--- config.mk ---
export PLATFORM = sky130hd
export DESIGN_NAME = pdc_top
export DESIGN_NICKNAME = d
export VERILOG_FILES = /design/src/pkg/pdc_pkg.sv /design/src/hw/pdc_sync2.sv /design/src/hw/pdc_shadow.sv /design/src/hw/pdc_top.sv
export SDC_FILE = /design/constraint.sdc
export NUM_CORES = 1
export LEC_CHECK = 0
export BUFFER_PORTS_ARGS = -buffer_cell sky130_fd_sc_hd__buf_2
export CAP_MARGIN = 0
export CORE_MARGIN = 2
export CORE_UTILIZATION = 40
export DETAILED_ROUTE_END_ITERATION = 7
export GPL_TIMING_DRIVEN = 0
export PLACE_DENSITY = 0.66
export SETUP_SLACK_MARGIN = 0.2
export SYNTH_ARGS = -nofsm -noshare
export SYNTH_HDL_FRONTEND = slang
export SYNTH_SLANG_ARGS = --single-unit
--- constraint.sdc ---
create_clock -name I_MCLK -period 2.4 [get_ports I_MCLK]
set_clock_uncertainty 0.05 [all_clocks]
set_input_delay 0.24 -clock I_MCLK [delete_from_list [all_inputs] [get_ports I_MCLK]]
set_output_delay 0.24 -clock I_MCLK [all_outputs]
set_load 0.01 [all_outputs]
--- src/pkg/pdc_pkg.sv ---
// package: register map, fields, resets and carrier structs of the power-down config block
package pdc_pkg;
    // page selects
    localparam logic [7:0]  PAGE_MASTER     = 8'h80;
    localparam logic [7:0]  PAGE_ADC        = 8'h0F;
    localparam logic [15:0] PAGE_MAIN_DIG   = 16'h6800;
    // offsets (register address low bits)
    localparam logic [11:0] OFS_ANA_PAGE    = 12'h011;
    localparam logic [11:0] OFS_JESD_PG_LO  = 12'h003;
    localparam logic [11:0] OFS_JESD_PG_HI  = 12'h004;
    localparam logic [11:0] OFS_MASK1_CONV  = 12'h020;
    localparam logic [11:0] OFS_MASK1_BUF   = 12'h021;
    localparam logic [11:0] OFS_MASK2_CONV  = 12'h023;
    localparam logic [11:0] OFS_MASK2_BUF   = 12'h024;
    localparam logic [11:0] OFS_GLOBAL_PWR  = 12'h026;
    localparam logic [11:0] OFS_IN_COUPLE   = 12'h04F;
    localparam logic [11:0] OFS_SREF_CTRL   = 12'h053;
    localparam logic [11:0] OFS_REG_PWR_EN  = 12'h055;
    localparam logic [11:0] OFS_OVR_ROUTE   = 12'h059;
    localparam logic [11:0] OFS_OVR_THRESH  = 12'h05F;
    localparam logic [11:0] OFS_APPLY_RST   = 12'h000;
    // address bit 14 selects the jesd bank
    localparam int          JESD_BANK_BIT   = 14;
    // field positions
    localparam int          BIT_WHOLE_SLEEP = 7;
    localparam int          BIT_PIN_OVR     = 6;
    localparam int          BIT_SET_CHOICE  = 5;
    localparam int          BIT_REG_SLEEP   = 4;
    localparam int          BIT_IGN_SREF    = 6;
    localparam int          BIT_SREF_HICM   = 1;
    localparam int          BIT_IN_DC       = 0;
    localparam int          BIT_ROUTE_OVR   = 7;
    localparam int          BIT_ROUTE_EN    = 5;
    localparam int          BIT_APPLY       = 0;
    // writable-bit masks, reserved positions are dropped
    localparam logic [7:0]  WMASK_CONV      = 8'hFF;
    localparam logic [7:0]  WMASK_BUF       = 8'hF0;
    localparam logic [7:0]  WMASK_GLOBAL    = 8'hE0;
    localparam logic [7:0]  WMASK_IN_DC     = 8'h01;
    localparam logic [7:0]  WMASK_SREF      = 8'h42;
    localparam logic [7:0]  WMASK_REG_PWR   = 8'h10;
    localparam logic [7:0]  WMASK_ROUTE     = 8'hA0;
    // reset values
    localparam logic [7:0]  RST_ZERO        = 8'h00;
    localparam logic [7:0]  RST_THRESH      = 8'hE3;

    typedef struct packed {
        logic [7:0] conv;
        logic [7:0] buf_;
    } pdc_mask_s;

    typedef struct packed {
        logic        wr;
        logic        rd;
        logic [15:0] addr;
        logic [7:0]  wdata;
    } pdc_req_s;
endpackage

--- src/hw/pdc_sync2.sv ---
// two-flop synchroniser for pin inputs
`timescale 1ns/1ps
module pdc_sync2 (
    input  wire logic i_clk,
    input  wire logic i_rst,
    input  wire logic i_d,
    output logic      o_q
);
    logic meta_q;
    always_ff @(posedge i_clk) begin
        if (i_rst) begin
            meta_q <= 1'b0;
            o_q    <= 1'b0;
        end else begin
            meta_q <= i_d;
            o_q    <= meta_q;
        end
    end
endmodule

--- src/hw/pdc_shadow.sv ---
// shadow register: pending value copied to active on apply pulse
`timescale 1ns/1ps
module pdc_shadow #(
    parameter int W = 8
) (
    input  wire logic         i_clk,
    input  wire logic         i_rst,
    input  wire logic         i_wr,
    input  wire logic [W-1:0] i_wdata,
    input  wire logic         i_apply,
    output logic      [W-1:0] o_pending,
    output logic      [W-1:0] o_active
);
    initial begin
        if (W < 1) $error("pdc_shadow: W must be positive");
    end
    always_ff @(posedge i_clk) begin
        if (i_rst) o_pending <= '0;
        else if (i_wr) o_pending <= i_wdata;
    end
    always_ff @(posedge i_clk) begin
        if (i_rst) o_active <= '0;
        else if (i_apply) o_active <= o_pending;
    end
endmodule

--- src/hw/pdc_top.sv ---
// power-down, sysref, coupling, overrange and apply-reset configuration registers
`timescale 1ns/1ps
////////////////////////////////////////////////////////////////////////////////
module pdc_top #(
    parameter int MAIN_W = 8
) (
    input  wire logic              I_MCLK,
    input  wire logic              I_SYS_RST,
    input  wire pdc_pkg::pdc_req_s I_REQ,
    input  wire logic [MAIN_W-1:0] I_MAIN_WDATA,
    input  wire logic              I_MAIN_WR,
    input  wire logic              I_SLEEP_PIN,
    input  wire logic              I_SYSREF,
    input  wire logic              I_OVR_CHB,
    input  wire logic              I_READBACK_BIT,
    output logic [7:0]             O_RDATA,
    output logic                   O_RVALID,
    output logic [7:0]             O_CONV_OFF,
    output logic [7:0]             O_BUF_OFF,
    output logic                   O_WHOLE_SLEEP,
    output logic                   O_SYSREF_EVT,
    output logic                   O_INPUT_DC_BIAS,
    output logic                   O_SYSREF_HICM,
    output logic [7:0]             O_OVERRANGE_LEVEL,
    output logic                   O_SERIAL_READBACK_OUT,
    output logic [MAIN_W-1:0]      O_MAIN_ACTIVE,
    output logic                   O_APPLY_PULSE
);
    initial begin
        if (MAIN_W < 1) $error("pdc_top: MAIN_W must be positive");
    end

    ////////////////////////////////////////////////////////////////////////////
    logic [7:0]  ana_page_q;
    logic [15:0] jesd_page_q;
    logic [7:0]  m1_conv_q, m1_buf_q, m2_conv_q, m2_buf_q;
    logic [7:0]  global_q, in_dc_q, sref_q, reg_pwr_q, route_q, thresh_q;
    logic        apply_bit_q;
    logic        apply_pulse;
    logic        pin_s, sref_s, ovr_s, rb_s;
    logic        sref_s_q;
    logic        jesd_acc, master_acc, adc_acc, main_acc;
    logic [11:0] ofs;
    logic        wr, rd;
    logic [7:0]  wd;
    logic [7:0]  rdata_d;
    pdc_pkg::pdc_mask_s sel_mask;
    logic [MAIN_W-1:0]  main_pending;

    assign ofs        = I_REQ.addr[11:0];
    assign wr         = I_REQ.wr;
    assign rd         = I_REQ.rd;
    assign wd         = I_REQ.wdata;
    assign jesd_acc   = I_REQ.addr[pdc_pkg::JESD_BANK_BIT];
    assign master_acc = !jesd_acc && ana_page_q == pdc_pkg::PAGE_MASTER;
    assign adc_acc    = !jesd_acc && ana_page_q == pdc_pkg::PAGE_ADC;
    assign main_acc   = jesd_acc && jesd_page_q == pdc_pkg::PAGE_MAIN_DIG;

    ////////////////////////////////////////////////////////////////////////////
    // pin inputs
    pdc_sync2 u_sync_pin (.i_clk(I_MCLK), .i_rst(I_SYS_RST), .i_d(I_SLEEP_PIN),
                          .o_q(pin_s));
    pdc_sync2 u_sync_sref (.i_clk(I_MCLK), .i_rst(I_SYS_RST), .i_d(I_SYSREF),
                           .o_q(sref_s));
    pdc_sync2 u_sync_ovr (.i_clk(I_MCLK), .i_rst(I_SYS_RST), .i_d(I_OVR_CHB),
                          .o_q(ovr_s));
    pdc_sync2 u_sync_rb (.i_clk(I_MCLK), .i_rst(I_SYS_RST), .i_d(I_READBACK_BIT),
                         .o_q(rb_s));

    ////////////////////////////////////////////////////////////////////////////
    // page selects
    always_ff @(posedge I_MCLK) begin
        if (I_SYS_RST) begin
            ana_page_q <= pdc_pkg::RST_ZERO;
        end else if (wr && !jesd_acc && ofs == pdc_pkg::OFS_ANA_PAGE) begin
            ana_page_q <= wd;
        end
    end

    always_ff @(posedge I_MCLK) begin
        if (I_SYS_RST) begin
            jesd_page_q <= 16'h0000;
        end else if (wr && !jesd_acc && ofs == pdc_pkg::OFS_JESD_PG_LO) begin
            jesd_page_q[7:0] <= wd;
        end else if (wr && !jesd_acc && ofs == pdc_pkg::OFS_JESD_PG_HI) begin
            jesd_page_q[15:8] <= wd;
        end
    end

    ////////////////////////////////////////////////////////////////////////////
    // master and adc page registers, reserved bits masked off
    always_ff @(posedge I_MCLK) begin
        if (I_SYS_RST) begin
            m1_conv_q <= pdc_pkg::RST_ZERO;
            m1_buf_q  <= pdc_pkg::RST_ZERO;
            m2_conv_q <= pdc_pkg::RST_ZERO;
            m2_buf_q  <= pdc_pkg::RST_ZERO;
            global_q  <= pdc_pkg::RST_ZERO;
            in_dc_q   <= pdc_pkg::RST_ZERO;
            sref_q    <= pdc_pkg::RST_ZERO;
            reg_pwr_q <= pdc_pkg::RST_ZERO;
            route_q   <= pdc_pkg::RST_ZERO;
        end else if (wr && master_acc) begin
            case (ofs)
                pdc_pkg::OFS_MASK1_CONV: m1_conv_q <= wd & pdc_pkg::WMASK_CONV;
                pdc_pkg::OFS_MASK1_BUF:  m1_buf_q  <= wd & pdc_pkg::WMASK_BUF;
                pdc_pkg::OFS_MASK2_CONV: m2_conv_q <= wd & pdc_pkg::WMASK_CONV;
                pdc_pkg::OFS_MASK2_BUF:  m2_buf_q  <= wd & pdc_pkg::WMASK_BUF;
                pdc_pkg::OFS_GLOBAL_PWR: begin
                    global_q <= wd & pdc_pkg::WMASK_GLOBAL;
                    // sleep bit only kept while override stands before and after the write
                    if (!global_q[pdc_pkg::BIT_PIN_OVR] || !wd[pdc_pkg::BIT_PIN_OVR]) begin
                        global_q[pdc_pkg::BIT_WHOLE_SLEEP] <= 1'b0;
                    end
                end
                pdc_pkg::OFS_IN_COUPLE:  in_dc_q   <= wd & pdc_pkg::WMASK_IN_DC;
                pdc_pkg::OFS_SREF_CTRL:  sref_q    <= wd & pdc_pkg::WMASK_SREF;
                pdc_pkg::OFS_REG_PWR_EN: reg_pwr_q <= wd & pdc_pkg::WMASK_REG_PWR;
                pdc_pkg::OFS_OVR_ROUTE:  route_q   <= wd & pdc_pkg::WMASK_ROUTE;
                default: ;
            endcase
        end
    end

    always_ff @(posedge I_MCLK) begin
        if (I_SYS_RST) begin
            thresh_q <= pdc_pkg::RST_THRESH;
        end else if (wr && adc_acc && ofs == pdc_pkg::OFS_OVR_THRESH) begin
            thresh_q <= wd;
        end
    end

    ////////////////////////////////////////////////////////////////////////////
    // apply-reset bit and falling-edge pulse
    always_ff @(posedge I_MCLK) begin
        if (I_SYS_RST) begin
            apply_bit_q <= 1'b0;
        end else if (wr && main_acc && ofs == pdc_pkg::OFS_APPLY_RST) begin
            apply_bit_q <= wd[pdc_pkg::BIT_APPLY];
        end
    end

    assign apply_pulse = apply_bit_q && wr && main_acc && ofs == pdc_pkg::OFS_APPLY_RST
                         && !wd[pdc_pkg::BIT_APPLY];

    pdc_shadow #(.W(MAIN_W)) u_main (
        .i_clk    (I_MCLK),
        .i_rst    (I_SYS_RST),
        .i_wr     (I_MAIN_WR),
        .i_wdata  (I_MAIN_WDATA),
        .i_apply  (apply_pulse),
        .o_pending(main_pending),
        .o_active (O_MAIN_ACTIVE)
    );

    ////////////////////////////////////////////////////////////////////////////
    // read path
    always_comb begin
        rdata_d = 8'h00;
        if (!jesd_acc && ofs == pdc_pkg::OFS_ANA_PAGE) rdata_d = ana_page_q;
        else if (!jesd_acc && ofs == pdc_pkg::OFS_JESD_PG_LO) rdata_d = jesd_page_q[7:0];
        else if (!jesd_acc && ofs == pdc_pkg::OFS_JESD_PG_HI) rdata_d = jesd_page_q[15:8];
        else if (master_acc) begin
            case (ofs)
                pdc_pkg::OFS_MASK1_CONV: rdata_d = m1_conv_q;
                pdc_pkg::OFS_MASK1_BUF:  rdata_d = m1_buf_q;
                pdc_pkg::OFS_MASK2_CONV: rdata_d = m2_conv_q;
                pdc_pkg::OFS_MASK2_BUF:  rdata_d = m2_buf_q;
                pdc_pkg::OFS_GLOBAL_PWR: rdata_d = global_q;
                pdc_pkg::OFS_IN_COUPLE:  rdata_d = in_dc_q;
                pdc_pkg::OFS_SREF_CTRL:  rdata_d = sref_q;
                pdc_pkg::OFS_REG_PWR_EN: rdata_d = reg_pwr_q;
                pdc_pkg::OFS_OVR_ROUTE:  rdata_d = route_q;
                default:                 rdata_d = 8'h00;
            endcase
        end else if (adc_acc && ofs == pdc_pkg::OFS_OVR_THRESH) rdata_d = thresh_q;
        else if (main_acc && ofs == pdc_pkg::OFS_APPLY_RST) begin
            rdata_d = {7'h00, apply_bit_q};
        end
    end

    always_ff @(posedge I_MCLK) begin
        if (I_SYS_RST) begin
            O_RDATA  <= 8'h00;
            O_RVALID <= 1'b0;
        end else begin
            O_RVALID <= rd;
            if (rd) O_RDATA <= rdata_d;
        end
    end

    ////////////////////////////////////////////////////////////////////////////
    // power-down outputs
    always_comb begin
        if (global_q[pdc_pkg::BIT_SET_CHOICE]) begin
            sel_mask = '{conv: m2_conv_q, buf_: m2_buf_q};
        end else begin
            sel_mask = '{conv: m1_conv_q, buf_: m1_buf_q};
        end
    end

    always_ff @(posedge I_MCLK) begin
        if (I_SYS_RST) begin
            O_CONV_OFF    <= 8'h00;
            O_BUF_OFF     <= 8'h00;
            O_WHOLE_SLEEP <= 1'b0;
        end else begin
            O_CONV_OFF <= reg_pwr_q[pdc_pkg::BIT_REG_SLEEP] ? sel_mask.conv : 8'h00;
            O_BUF_OFF  <= reg_pwr_q[pdc_pkg::BIT_REG_SLEEP] ? sel_mask.buf_ : 8'h00;
            if (global_q[pdc_pkg::BIT_PIN_OVR]) begin
                O_WHOLE_SLEEP <= global_q[pdc_pkg::BIT_WHOLE_SLEEP];
            end else begin
                O_WHOLE_SLEEP <= pin_s;
            end
        end
    end

    ////////////////////////////////////////////////////////////////////////////
    // sysref, coupling, overrange
    always_ff @(posedge I_MCLK) begin
        if (I_SYS_RST) begin
            sref_s_q         <= 1'b0;
            O_SYSREF_EVT     <= 1'b0;
            O_INPUT_DC_BIAS  <= 1'b0;
            O_SYSREF_HICM    <= 1'b0;
            O_OVERRANGE_LEVEL <= pdc_pkg::RST_THRESH;
            O_SERIAL_READBACK_OUT <= 1'b0;
            O_APPLY_PULSE    <= 1'b0;
        end else begin
            sref_s_q        <= sref_s;
            O_SYSREF_EVT    <= sref_s && !sref_s_q && !sref_q[pdc_pkg::BIT_IGN_SREF];
            O_INPUT_DC_BIAS <= in_dc_q[pdc_pkg::BIT_IN_DC];
            O_SYSREF_HICM   <= sref_q[pdc_pkg::BIT_SREF_HICM];
            O_OVERRANGE_LEVEL <= thresh_q;
            // routing needs the enable bit kept high by software
            if (route_q[pdc_pkg::BIT_ROUTE_OVR] && route_q[pdc_pkg::BIT_ROUTE_EN]) begin
                O_SERIAL_READBACK_OUT <= ovr_s;
            end else begin
                O_SERIAL_READBACK_OUT <= rb_s;
            end
            O_APPLY_PULSE <= apply_pulse;
        end
    end
endmodule

==> summary.txt, run 1 <==
Global routing
  • First-pass GRT wire length: 24.9 mm
  • Largest net degree at the start of global routing: 17
  • Initial antenna violation count: 0
  • Global route hottest layer: met2
  • Global-route usage over all layers: 0.228
  • Overflow after GRT: 0
  • Grt met3 use: 0.0514
  • Met1 global-route usage: 0.313
  • Grt met2 use: 0.339
  • Number of global-route vias before repair: 4,561

Synth
  • Netlist Area Pre-Place: 5450 um2
  • Main flop type after synthesis: dfxtp_1
  • Async SR Flop Fraction: 0
  • Simple-Gate Fraction of Synth Area: 0.253
  • Post-synth EDFFs: 0
  • Netlist cell types: 66
  • Seq/Total Area, Yosys: 0.462
  • Mux contribution to synthesized area: 0.137
  • Seq cells post-synth: 126
  • Largest family of logic cells by synthesized area: simple AND/OR/NAND/NOR gates
  • Synth Area in Compound Gates: 0.105
  • XOR/XNOR Fraction of Synth Area: 0
  • Avg Cell Area, Syn: 9.21 um2
  • Syn Inst Count: 592
  • Yosys warns: 0
  • Synth Area in Adders: 0

Detailed routing
  • Via count: 4,807
  • First-pass detailed-route iteration total: 5
  • Via density: between 5 and 6
  • Post-DR wirelength/cell: between 15 and 20 um
  • Residual DRC count: 0
  • Total Routed Length: 16.2 mm
  • Final ANT Viol Nets: 0
  • Iteration-0 DRC Markers: 429

Power and ir drop
  • P_int: 3.77 mW
  • Pwr Total: 5.01 mW
  • Seq pwr share: 0.424
  • Gate power share: 0.053
  • Lkg Pwr: 2.58 nW
  • Psw: 1.23 mW
  • Total power divided by cell area: approximately 740 nW/um2
  • Switching share of power: 0.246
  • Clock power frac: 0.522
  • Peak supply drop: approximately 0.64 mV

Layout
  • Commonest non-fill, non-tap cell in the layout: dfxtp_1
  • Commonest non-fill, non-tap cells in the layout: dfxtp_1, nor2_1, buf_2
  • Share of post-route cells with drive strength above 1: 0.228
  • Fin util: 0.511
  • Nets: 739
  • Cell area after layout: 6790 um2
  • Synth-to-layout area growth: 24.5%
  • Antenna cells: 0

Setup path
  • Crit Path Class: reg2reg
  • Crit. End Element: flop
  • Max stage delay on crit path: between 0.3 and 0.4 ns
  • Critical path arrival: 2.36 ns
  • Req. time, crit path: 2.64 ns
  • Worst Path Max Fanout: 6
  • Slowest-stage cell, CP: dfxtp_1
  • Critical path cell sequence: nor4_2 > nand4_1 > or2_1 > buf_6 > nor2b_2 > buf_4 > mux2i_1 > nor2_1
  • Startpoint Class: flop

Die
  • Ports: 88
  • Starting density of the core: 0.410
  • Total die area: 14,600 um2
  • Core area: 13,300 um2
  • Die H: between 100 and 150 um
  • Die width: roughly 120 um
  • Core Rows: 42

Clocking
  • Number of CTS-inserted buffers: 17
  • CTS H-tree depth: 4
  • Root buf cell: clkbuf_16
  • CTS sink cnt: about 130
  • Clock buffer depth: 2
  • CTS tree: done
  • Clock slew at reported path FFs: 0.06 ns
  • Clock Latency Late Sink: 0.43 ns

Timing
  • Final Hold Fails: 0
  • Endpoints failing setup: 0
  • Max-slew headroom: 0.396
  • Share of the clock period used by the worst path: 0.880
  • Max-slew violations: 0
  • Min Clock Period, post-route: 2.11 ns
  • Slew @ Worst Pin: 0.894 ns
  • RSZ-0062 raised after global routing: no
  • FMAX: 473 MHz

Placement
  • Placed inst area: between 6000 and 7000 um2
  • Number of port buffers: about 70
  • HPWL after DPL: 11.5 mm
  • RePlAce Congestion: 0.997

Worst hold path
  • Worst Hold Class: in2reg

Outcome
  • Status: finished clean

Run
  • Max Cap Violations: 0
-- power by group through the flow --
stage / clock network (mW) / registers, mW / logic [mW]
after floorplan: 0 / 2.17 / 0.137
after global placement: 0 / 2.17 / 0.245
after detailed placement: 0 / 2.17 / 0.249
after CTS: 2.65 / 2.12 / 0.258
after global routing: 2.74 / 2.13 / 0.285
final: 2.62 / 2.12 / 0.266
-- state kept, by name (all words and copies together), names as in the netlist, 2 cells and up --
signal,count
global_q,3
u_main.o_active,8
O_CONV_OFF,8
O_RDATA,8
jesd_page_q,16
m2_buf_q,4
thresh_q,8
route_q,2
O_OVERRANGE_LEVEL,8
u_main.o_pending,8
sref_q,2
O_BUF_OFF,4
m1_buf_q,4
m2_conv_q,8
ana_page_q,8
m1_conv_q,8
-- final timing paths --
kind	depth (start not counted)	endpoint	from	slack, ns
min	3	u_main.o_pending[3]$_SDFFE_PP0P_	I_MAIN_WDATA[3]	0.01
min reg2reg	1	O_SYSREF_EVT$_SDFF_PP0_	sref_s_q$_SDFF_PP0_	0.35
max reg2reg	8	m1_buf_q[5]$_SDFFE_PP0P_	ana_page_q[0]$_SDFFE_PP0P_	0.29
max	8	m1_buf_q[5]$_SDFFE_PP0P_	ana_page_q[0]$_SDFFE_PP0P_	0.29
-- stage by stage --
stage	hold slack, ns	worst slack, ns	TNS [ns]	std cells
floorplan	0.269	0.433	0	595
global placement	0.343	-0.134	-1.05	843
detailed placement	0.342	-0.200	-1.43	843
CTS	0.00109	0.247	0	884
global route	0.00799	0.172	0	887
finish	0.0141	0.288	0	887
-- synth_stat cells, types with 3 or more instances --
library cell	instances	share of area
a211oi_1	3	0.0041
a21o_1	3	0.0041
mux2i_1	70	0.13
nand2b_1	9	0.010
nor4_1	6	0.0069
nor4b_1	4	0.0064
nand2_1	51	0.035
mux2_2	4	0.0083
dfxtp_1	126	0.46
a32oi_1	5	0.0080
nor2b_1	15	0.017
clkbuf_1	21	0.014
nor2_2	3	0.0034
nand4_1	6	0.0069
inv_1	6	0.0041
a22oi_1	7	0.0096
or2_2	5	0.0057
buf_4	5	0.0069
nand3_1	32	0.029
nor2_1	92	0.063
o22ai_1	5	0.0057
buf_2	12	0.011
nor3_1	8	0.0073
nor4_4	3	0.012
a21oi_1	35	0.032
-- layer usage --
metal / wire, um / part of all wire
met5: 0 / 0
met4: 500 / 0.031
met3: 1100 / 0.068
met2: 7080 / 0.44
met1: 7530 / 0.46
-- worst max-delay path, delay by kind of cell, from the launching register on --
family	cells	cell delay, ns
AND/OR/NAND/NOR	5	1.05
flip-flops	1	0.35
multiplexers	1	0.21
buffers and inverters	2	0.32
-- cell type report --
class	instances	area [um2]
Fill cell	1245	6500
Multi-Input combinational cell	421	2750
Sequential cell	126	2520
Timing Repair Buffer	84	468
Clock buffer	17	425
Tap cell	176	220
Buffer	42	206
Clock inverter	15	176
Inverter	6	22.5
-- repair_timing --
action                                  CTS  global route
endpoints found under the setup margin   30            33
hold buffers                              7             0
endpoints found under the hold margin     7             0
pin swaps                                 1             4
resized for setup                         2             3
buffers inserted                          2             3
-- kinds of logic (layout without fill, tap and decap cells) --
logic type	after synthesis	in the layout
compound gates	84	84
buf+inv	48	164
flops	126	126
mux	74	74
other cells	1	4
simple gates	259	259
Power figures use the tool's default switching activity.
==> inputs of run 2 (changes only) <==
--- a/config.mk
+++ b/config.mk
@@ -7,7 +7,6 @@
 export LEC_CHECK = 0
 export BUFFER_PORTS_ARGS = -buffer_cell sky130_fd_sc_hd__buf_2
 export CAP_MARGIN = 0
-export CORE_MARGIN = 2
 export CORE_UTILIZATION = 40
 export DETAILED_ROUTE_END_ITERATION = 7
 export GPL_TIMING_DRIVEN = 0
==> summary.txt, run 2 (same netlist as run 1, synthesis figures left out) <==
Global routing
  • Global-route usage over all layers: 0.233
  • Overflow after GRT: 0
  • Largest net degree at the start of global routing: 17
  • Initial antenna violation count: 0
  • First-pass GRT wire length: approximately 25 mm
  • Number of global-route vias before repair: 4,495

Clocking
  • Clock buffer depth: 2
  • CTS sink cnt: between 100 and 150
  • Clock Latency Late Sink: 0.43 ns
  • CTS tree: done
  • CTS H-tree depth: 4
  • Root buf cell: clkbuf_16
  • Clock slew at reported path FFs: 0.06 ns
  • Number of CTS-inserted buffers: 17

Power and ir drop
  • Lkg Pwr: about 2.6 nW
  • Total power divided by cell area: 710 nW/um2
  • Peak supply drop: roughly 0.44 mV

Timing
  • Setup ws final: 0.281 ns
  • Min Clock Period, post-route: between 2 and 2.5 ns
  • Share of the clock period used by the worst path: 0.883
  • Slew @ Worst Pin: 0.904 ns
  • FMAX: around 470 MHz
  • Final Hold Fails: 0
  • Max-slew headroom: 0.389
  • RSZ-0062 raised after global routing: yes
  • Max-slew violations: 0
  • Endpoints failing setup: 0

Die
  • Starting density of the core: 0.410
  • Core area: 13,300 um2
  • Core Rows: 42
  • Total die area: 14,100 um2
  • Ports: about 90
  • Die width: 119 um
  • Die H: 119 um

Layout
  • Antenna cells: 0
  • Cell Count, Final, Fillers Out: 891
  • Share of post-route cells with drive strength above 1: 0.229
  • Largest Register: jesd_page_q
  • Cell area after layout: 6810 um2
  • Synth-to-layout area growth: 24.8%
  • Commonest non-fill, non-tap cells in the layout: dfxtp_1, nor2_1, buf_2
  • Nets: 743
  • Max FFs per register: 16
  • Commonest non-fill, non-tap cell in the layout: dfxtp_1

Detailed routing
  • Metal1 wirelength: between 7 and 8 mm
  • Final ANT Viol Nets: 0
  • Via density: 5.41
  • WL met3: 1.23 mm
  • Post-DR wirelength/cell: 17.9 um
  • Iteration-0 DRC Markers: 349
  • Total Routed Length: 15.9 mm
  • Top sig layer: met4
  • Routed wl met2: 7.00 mm
  • Residual DRC count: 0
  • Via count: between 4,000 and 5,000
  • First-pass detailed-route iteration total: 5

Setup path
  • Worst Path Max Fanout: 5
  • Crit Path Class: reg2reg
  • Startpoint Class: flop
  • Req. time, crit path: between 2 and 3 ns
  • Critical path arrival: 2.35 ns
  • Critical path cell sequence: nor4_4 > nand4_1 > buf_6 > buf_4 > nor4_2 > mux2i_1 > nor2_1
  • R2R depth: 7
  • Crit. End Element: flop
  • Critical R2R Capture: route_q[7]$_SDFFE_PP0P_
  • Reg2reg setup slack: ~0.28 ns
  • Worst r2r src: ana_page_q[1]$_SDFFE_PP0P_
  • Max stage delay on crit path: between 0.4 and 0.5 ns
  • Slowest-stage cell, CP: nor4_2

Placement
  • Placed inst area: 6050 um2
  • Placed cells: 843
  • HPWL after DPL: 11.4 mm
  • Number of port buffers: about 70
  • Place WS: -0.148 ns
  • RePlAce Congestion: 0.912

Worst hold path
  • Min-Delay Endpoint: u_main.o_pending[3]$_SDFFE_PP0P_
  • Worst Hold Path Cells: 3
  • Hold Startpoint: I_MAIN_WDATA[3]
  • Worst Hold Class: in2reg

Outcome
  • Status: finished clean

Run
  • Max Cap Violations: 0
-- run 2: final cells by class --
type	count	area, um2
Sequential cell	126	2530
Tap cell	176	220
Clock inverter	14	135
Inverter	6	22.5
Buffer	42	206
Clock buffer	18	429
Multi-Input combinational cell	421	2760
Fill cell	1265	6490
Timing Repair Buffer	88	512
-- run 2: report_power, final --
group          internal, mW  switching [mW]
Combinational        0.0954           0.172
Sequential             2.11         0.00975
Clock                  1.44            1.00
-- run 2: worst max-delay path: cells and delay by family (launching register included) --
family,cells,cell delay (ns)
mux,1,0.26
buf+inv,2,0.27
simple gates,4,1.02
flops,1,0.38
-- run 2: repair_timing --
| item | 4_1_cts | 5_1_grt |
|---|---|---|
| endpoints found under the setup margin | 29 | 36 |
| hold buffers | 11 | 0 |
| endpoints found under the hold margin | 11 | 0 |
| pin swaps | 1 | 7 |
| gates resized for setup | 2 | 8 |
| setup buffers | 1 | 4 |
-- run 2: worst max-delay path by stage --
stage                                                 end  cells past startpoint                       start
after floorplan                  m1_buf_q[6]$_SDFFE_PP0P_                      8  ana_page_q[4]$_SDFFE_PP0P_
after global placement    u_main.o_active[7]$_SDFFE_PP0P_                      8                    I_REQ[8]
after detailed placement  u_main.o_active[0]$_SDFFE_PP0P_                      8                    I_REQ[8]
after CTS                       m1_conv_q[6]$_SDFFE_PP0P_                      8  ana_page_q[1]$_SDFFE_PP0P_
after global routing            m2_conv_q[3]$_SDFFE_PP0P_                      8  ana_page_q[5]$_SDFFE_PP0P_
final                             route_q[7]$_SDFFE_PP0P_                      7  ana_page_q[1]$_SDFFE_PP0P_
-- run 2: routing by layer --
| layer | GRT usage | vias up |
|---|---|---|
| met5 | 0 | - |
| met4 | 0.100 | 0 |
| met3 | 0.0637 | 34 |
| met2 | 0.348 | 221 |
| met1 | 0.314 | 2259 |
| li1 | - | 2308 |
-- run 2: metrics by stage --
stage | total power, mW | utilization | hold WS [ns] | TNS, ns
2_1_floorplan | 2.31 | - | 0.269 | 0
4_1_cts | 4.86 | 0.507 | 0.000317 | 0
5_1_grt | 4.98 | 0.512 | 0.0257 | 0
6_report | 4.83 | 0.512 | 0.0103 | 0
3_3_place_gp | 2.41 | 0.455 | 0.342 | -1.21
3_5_place_dp | 2.42 | 0.455 | 0.333 | -1.17
